--- src/core/pbc_pkg.sv ---
// Purpose: Types shared by the sequence checker modules.
// Assumes: Nothing beyond the standard types.
// Notes: No constants here; they live in the header.
package pbc_pkg;

  typedef enum logic [2:0] {
    poly9, poly11, poly15, poly16, poly20, poly21, poly23
  } pbc_poly_e;

  typedef enum logic [2:0] {
    st_idle, st_fill, st_check, st_pause, st_done
  } pbc_state_e;

endpackage : pbc_pkg

--- src/core/pbc_gen_if.sv ---
// Purpose: Link between the checker control and its reference generator.
// Assumes: One clock domain.
// Notes: Expected bit is the generator feedback for the current state.
`timescale 1ns/1ps
interface pbc_gen_if;
  logic                step;
  logic                fill;
  logic                fill_bit;
  logic                expected;
  pbc_pkg::pbc_poly_e  poly;

  modport gen (input step, input fill, input fill_bit, input poly, output expected);
  modport chk (output step, output fill, output fill_bit, output poly, input expected);
endinterface : pbc_gen_if

--- src/core/pbc_lfsr.sv ---
// Purpose: Reference sequence generator, filled from received bits or self-fed.
// Assumes: New bit enters at bit 0; taps follow the selected polynomial.
// Notes: State holds while step is low.
`timescale 1ns/1ps
module pbc_lfsr #(
  parameter int MAX_DEG = 23
) (
  input  wire logic core_clk,
  input  wire logic reset_n,
  pbc_gen_if.gen    gen
);
  logic [MAX_DEG-1:0] lfsr_r;
  logic [MAX_DEG-1:0] lfsr_nxt;
  logic               fb;
  logic               new_bit;

  function automatic logic pbc_feedback(input logic [MAX_DEG-1:0] s,
                                        input pbc_pkg::pbc_poly_e p);
    case (p)
      pbc_pkg::poly9:  return s[8] ^ s[3];
      pbc_pkg::poly11: return s[10] ^ s[1];
      pbc_pkg::poly15: return s[14] ^ s[0];
      pbc_pkg::poly16: return s[15] ^ s[4] ^ s[2] ^ s[1];
      pbc_pkg::poly20: return s[19] ^ s[2];
      pbc_pkg::poly21: return s[20] ^ s[1];
      pbc_pkg::poly23: return s[22] ^ s[4];
      default:         return s[8] ^ s[3];
    endcase
  endfunction : pbc_feedback

  assign fb           = pbc_feedback(lfsr_r, gen.poly);
  assign gen.expected = fb;
  assign new_bit      = gen.fill ? gen.fill_bit : fb;
  assign lfsr_nxt     = {lfsr_r[MAX_DEG-2:0], new_bit};

  always_ff @(posedge core_clk or negedge reset_n)
  begin
    if (!reset_n)
      lfsr_r <= '0;
    else if (gen.step)
      lfsr_r <= lfsr_nxt;
  end
endmodule : pbc_lfsr

--- src/flat_wrapper.sv ---
// flat-port wrapper written by rule: the top's interface ports become plain ports
module pbc_lfsr_flat 
#(
  parameter int MAX_DEG = 23
)
  (core_clk, reset_n, gen_step, gen_fill, gen_fill_bit, gen_poly, gen_expected);
  pbc_gen_if gen_i ();
  input  wire logic core_clk;
  input  wire logic reset_n;
  input wire logic [$bits(gen_i.step)-1:0] gen_step;
  input wire logic [$bits(gen_i.fill)-1:0] gen_fill;
  input wire logic [$bits(gen_i.fill_bit)-1:0] gen_fill_bit;
  input wire logic [$bits(gen_i.poly)-1:0] gen_poly;
  output wire logic [$bits(gen_i.expected)-1:0] gen_expected;
  assign gen_i.step = gen_step;
  assign gen_i.fill = gen_fill;
  assign gen_i.fill_bit = gen_fill_bit;
  assign gen_i.poly = gen_poly;
  assign gen_expected = gen_i.expected;
  pbc_lfsr #(.MAX_DEG(MAX_DEG)) u_core (.core_clk(core_clk), .reset_n(reset_n), .gen(gen_i));
endmodule
--- config.mk ---
export PLATFORM = sky130hd
export DESIGN_NAME = pbc_lfsr_flat
export DESIGN_NICKNAME = d
export VERILOG_FILES = /design/src/core/pbc_pkg.sv /design/src/core/pbc_gen_if.sv /design/src/core/pbc_lfsr.sv /design/src/flat_wrapper.sv
export SDC_FILE = /design/constraint.sdc
export NUM_CORES = 1
export LEC_CHECK = 0
export ABC_AREA = 1
export BUFFER_PORTS_ARGS = -buffer_cell sky130_fd_sc_hd__buf_2
export CAP_MARGIN = 20
export CORE_MARGIN = 10
export CORE_UTILIZATION = 35
export DETAILED_ROUTE_END_ITERATION = 12
export PLACE_DENSITY = 0.5
export SLEW_MARGIN = 10
export SYNTH_ARGS = -nofsm -noshare
export SYNTH_HDL_FRONTEND = slang
export SYNTH_SLANG_ARGS = --single-unit
export TNS_END_PERCENT = 30
--- constraint.sdc ---
create_clock -name core_clk -period 2.3 [get_ports core_clk]
set_input_delay 0 -clock core_clk [delete_from_list [all_inputs] [get_ports core_clk]]
set_output_delay 0 -clock core_clk [all_outputs]
set_load 0.02 [all_outputs]
# == Word-level counts from Yosys, hierarchy flattened ==
# Cells that the tools add are included.
# classes
n_eq_ne,6
n_mux,2
bitwise,9
# ops
operator,n
3-bit == test (second input constant),3
1-bit XOR,9
3-bit by 2-bit == test with 1-bit output (second input constant),2
1-bit one-hot mux with 6 select lines,1
3-bit by 1-bit == test with 1-bit output (second input constant),1
1-bit 2-to-1 mux,1
# totals
reg_bits,23
in_bits,8
out_inout_bits,1

# == Longest topological paths before layout ==
# logic_depth
ltp_word,5
ltp_mapped,13
mapped_depth_nobuf,13

# == Least setup slack after synthesis ==
# OpenSTA, ideal clock, no wires.
# synth_timing
path_kind,register -> register
from,register u_core.lfsr_r[4]
to,register u_core.lfsr_r[0]
arrival_ns,1.029
required_time_ns,2.184
slack_ns,1.154
stages_incl_launch_ff,13
synth_period_minus_slack_ns,1.146
path_cell_list,dfrtp_1 -> inv_2 -> nand2_1 -> nand2_1 -> nand2_1 -> nand3_1 -> nand3_1 -> nand3_1 -> nand2_1 -> nand2_1 -> nand2_1 -> nand2_1 -> nand2_1
# synth_between
elab_chain_len,5
# synth_rtl
item,line,source
"start, declared",pbc_lfsr.sv:12,logic [MAX_DEG-1:0] lfsr_r;
"start signal, assigned",pbc_lfsr.sv:41,lfsr_r <= lfsr_nxt;
1-bit XOR (3 in a row),pbc_lfsr.sv:23,pbc_pkg::poly16: return s[15] ^ s[4] ^ s[2] ^ s[1];
1-bit one-hot mux with 6 select lines (*),pbc_lfsr.sv:19,case (p)
1-bit 2-to-1 mux (*),pbc_lfsr.sv:33,assign new_bit = gen.fill ? gen.fill_bit : fb;
# Every way passes the cells marked *; elsewhere a longest branch is shown, timed or not.
# A chain may end at the register's enable or synchronous reset.

# == Final worst setup path ==
# Ends and elaborated chain as after synthesis.

==> impl_metrics.csv <==
group,metric,value,unit
logic_synthesis,synthDominantCellAreaShare,54.6,%
timing,setup_tns,0,ns
power,netSwitchingFraction,30.3,%
logic_synthesis,syn-num-nets,141,
logic_synthesis,yosysUniqueCellTypes,16,
global_route,grt_pass1_wl,3780,um
logic_synthesis,synth_cells,133,
critical_path,crit_path_top_delay_cell,"dlygate4sd3_1",
clocking,clock-sinks,23,
power,comb_power_share,19.5,%
critical_path,cp_num_buf_inv,2,
min_path,min_from,"gen_step",
layout,syn_to_final_growth,10.2,%
detailed_routing,vias,814,
clocking,cts_tree,"built",
detailed_routing,drtAntennaViolNets,0,
critical_path,critPathTopFamily,"simple AND/OR/NAND/NOR gates",
critical_path,crit_chain,"inv_2 > nand2_1 > nand3_1 > nand3_1 > nand2_1 > nand2_1 > nand3_1 > nand2_1 > nand2_1 > nand2_1 > nand2_1 > dlygate4sd3_1 > nand2_1",
global_route,track_usage,8.43,%
min_path,whs_endpoint,"u_core.lfsr_r[4]",
layout,largest-register,"u_core.lfsr_r",
timing,relSlewSlack,63.4,%
clocking,cts_root_buffer,"clkbuf_4",
layout,ff_latch_area,576,um^2
layout,reg_top3,"u_core.lfsr_r x23",
detailed_routing,drt_wl_total,2010,um
floorplan,die_w,74.9,um
floorplan,die_area,5610,um^2
clocking,numCtsBuffers,3,
logic_synthesis,yosysSeqAreaShare,54.6,%
critical_path,required,2.51,ns
critical_path,max_stage_delay,0.55,ns
floorplan,die_h,74.9,um
min_path,min_path_type,"input port to flop",
power,internal_power,0.000598,W
global_route,antenna_found_initial,0,
place,io_buffers,8,
logic_synthesis,syn_area_per_cell,7.93,um^2
timing,max_freq,0.546,GHz
layout,drive_gt1_share,9.79,%
run_status,status,"complete, no violations",
layout,final_util,41.1,%
logic_synthesis,syn_area,1050,um^2
layout,layout_common_cells,"43 x nand2_1, 23 x dfrtp_1, 22 x o21ai_0, 18 x inv_1",
timing,fin_hold_ws,0.122,ns
layout,layout_commonest_cell,"nand2_1",
critical_path,timing.rr.end,"u_core.lfsr_r[0]",
power,switching_power,0.000260,W
power,powerDensity,738,nW/um^2
critical_path,worst_setup_path_start_kind,"flop",
timing,rsz0062_at_grt,"no",
timing,finalCriticalPeriod,1.83,ns
detailed_routing,drc_errors,0,
detailed_routing,via_per_inst,4.68,
power,power_frac_clock,21.5,%
logic_synthesis,ys_warn_count,0,
place,place_hpwl,1430,um
global_route,grt-ovfl-total,0,
job,maxCapViolCount,0,
global_route,grt_max_degree,28,
layout,antenna_cells,0,
global_route,grt_pass1_vias,870,
layout,final_net_count,152,
floorplan,pin_count,9,
clocking,clkSlewWorstSetupHoldPaths,0.12,ns
clocking,htree_levels,1,
logic_synthesis,yosys.area.top_type,"dfrtp_1",
floorplan,initial_core_util,37.3,%
critical_path,worstPathArrival,2.04,ns
detailed_routing,wl_per_cell,11.6,um
critical_path,r2r-start,"u_core.lfsr_r[4]",
layout,largest_reg_flops,23,
layout,fillCellCount,288,
clocking,cts.path.max_buffers,2,
timing,drv_slew,0,
critical_path,criticalPathCategory,"flop to flop",
min_path,whs_path_depth,3,
critical_path,rrSetupSlack,0.47,ns
critical_path,crit_top_cell,"nand2_1",
critical_path,end_kind,"flop",
floorplan,core,2830,um^2
logic_synthesis,synth.area.top_cells,"dfrtp_1 55%, nand2_1 15%, o21ai_0 10%, inv_1 6.4%, nand3_1 3.8%",
timing,final-hold-violation-count,0,
layout,multiInputGateArea,377,um^2
critical_path,reg2reg_depth,13,
timing,tightestPinTransition,0.549,ns
timing,fin_crit_sh,79.6,%
power,p_leak,0.586,nW
place,gp_congestion,0.772,
timing,setup_viol,0,
floorplan,rows,19,
timing,clock_skew,0.00226,ns
power,fin_total_pwr,0.000858,W
power,ir_worst_vdd,253,uV
detailed_routing,first_iter_violations,53,
clocking,worstSkewPairLatency,0.30,ns
detailed_routing,firstDrtPassIters,4,
critical_path,cp_max_fo,4,
power,p_seq_share,59.0,%
logic_synthesis,synth_seq_cells,23,
## power by group through the flow
stage	Sequential, W	Clock (W)	Combinational, W
2_1_floorplan	0.000506	0	0.000121
3_3_place_gp	0.000515	0	0.000162
3_5_place_dp	0.000515	0	0.000164
4_1_cts	0.000507	0.000192	0.000170
5_1_grt	0.000518	0.000200	0.000207
6_report	0.000506	0.000185	0.000167
## layout make-up
cell class	count	share of cell area, %
clock buffer	4	2.26
inverter	20	6.46
multi-input combinational	85	32.4
sequential	23	49.5
tap	31	3.34
timing repair buffer	11	6.03
## per-layer routing
metal	vias to the layer above	GRT usage (%)	share of wire, %
li1	432	-	-
met1	365	10.9	51
met2	15	12.7	42
met3	2	2.37	6.0
met4	0	3.99	0.70
met5	-	0	0
## per-stage QoR
stage / setup WS, ns / instances / cell area [um^2]
finish: 0.469 / 174 / 1160
detailed placement: 1.03 / 167 / 1110
floorplan: 1.15 / 133 / 1050
global placement: 1.03 / 167 / 1110
global route: 0.237 / 174 / 1160
CTS: 0.473 / 174 / 1160
## synthesized netlist by cell type (all sizes together)
| cell | instances |
|---|---|
| xor2 | 1 |
| o21ai | 22 |
| nand4 | 2 |
| inv | 20 |
| dfrtp | 23 |
| buf | 2 |
| a21oi | 1 |
| nor3 | 1 |
| nand2 | 43 |
| nor2 | 6 |
| xnor2 | 1 |
| nand3 | 8 |
| clkbuf | 3 |
## worst min-delay path: stages
cell	delay, ns
buf_2	0.23
nand2_1	0.09
o21ai_0	0.07
## kinds of logic after synthesis
family | count (synthesis) | synth area share [%]
and+or+nand+nor | 60 | 23.1
buffers and inverters | 25 | 9.73
AOI/OAI and AO/OA | 23 | 10.9
DFF | 23 | 54.6
xor gates and xnor gates | 2 | 1.66
## how the worst max path moves through the flow
stage	startpoint	endpoint	slack, ns	depth (start not counted)
global placement	u_core.lfsr_r[4]	u_core.lfsr_r[0]	1.03	12
finish	u_core.lfsr_r[4]	u_core.lfsr_r[0]	0.47	13
detailed placement	u_core.lfsr_r[4]	u_core.lfsr_r[0]	1.03	12
floorplan	u_core.lfsr_r[4]	u_core.lfsr_r[0]	1.15	12
CTS	u_core.lfsr_r[4]	u_core.lfsr_r[0]	0.47	13
global route	u_core.lfsr_r[4]	u_core.lfsr_r[0]	0.24	14
## what timing repair did
item / in CTS / in global routing
hold buffers: 3 / 0
endpoints found under the hold margin: 24 / 0
gates resized for setup: 0 / 0
buffers inserted: 0 / 0
No activity file was read; power rests on OpenSTA's default activity.
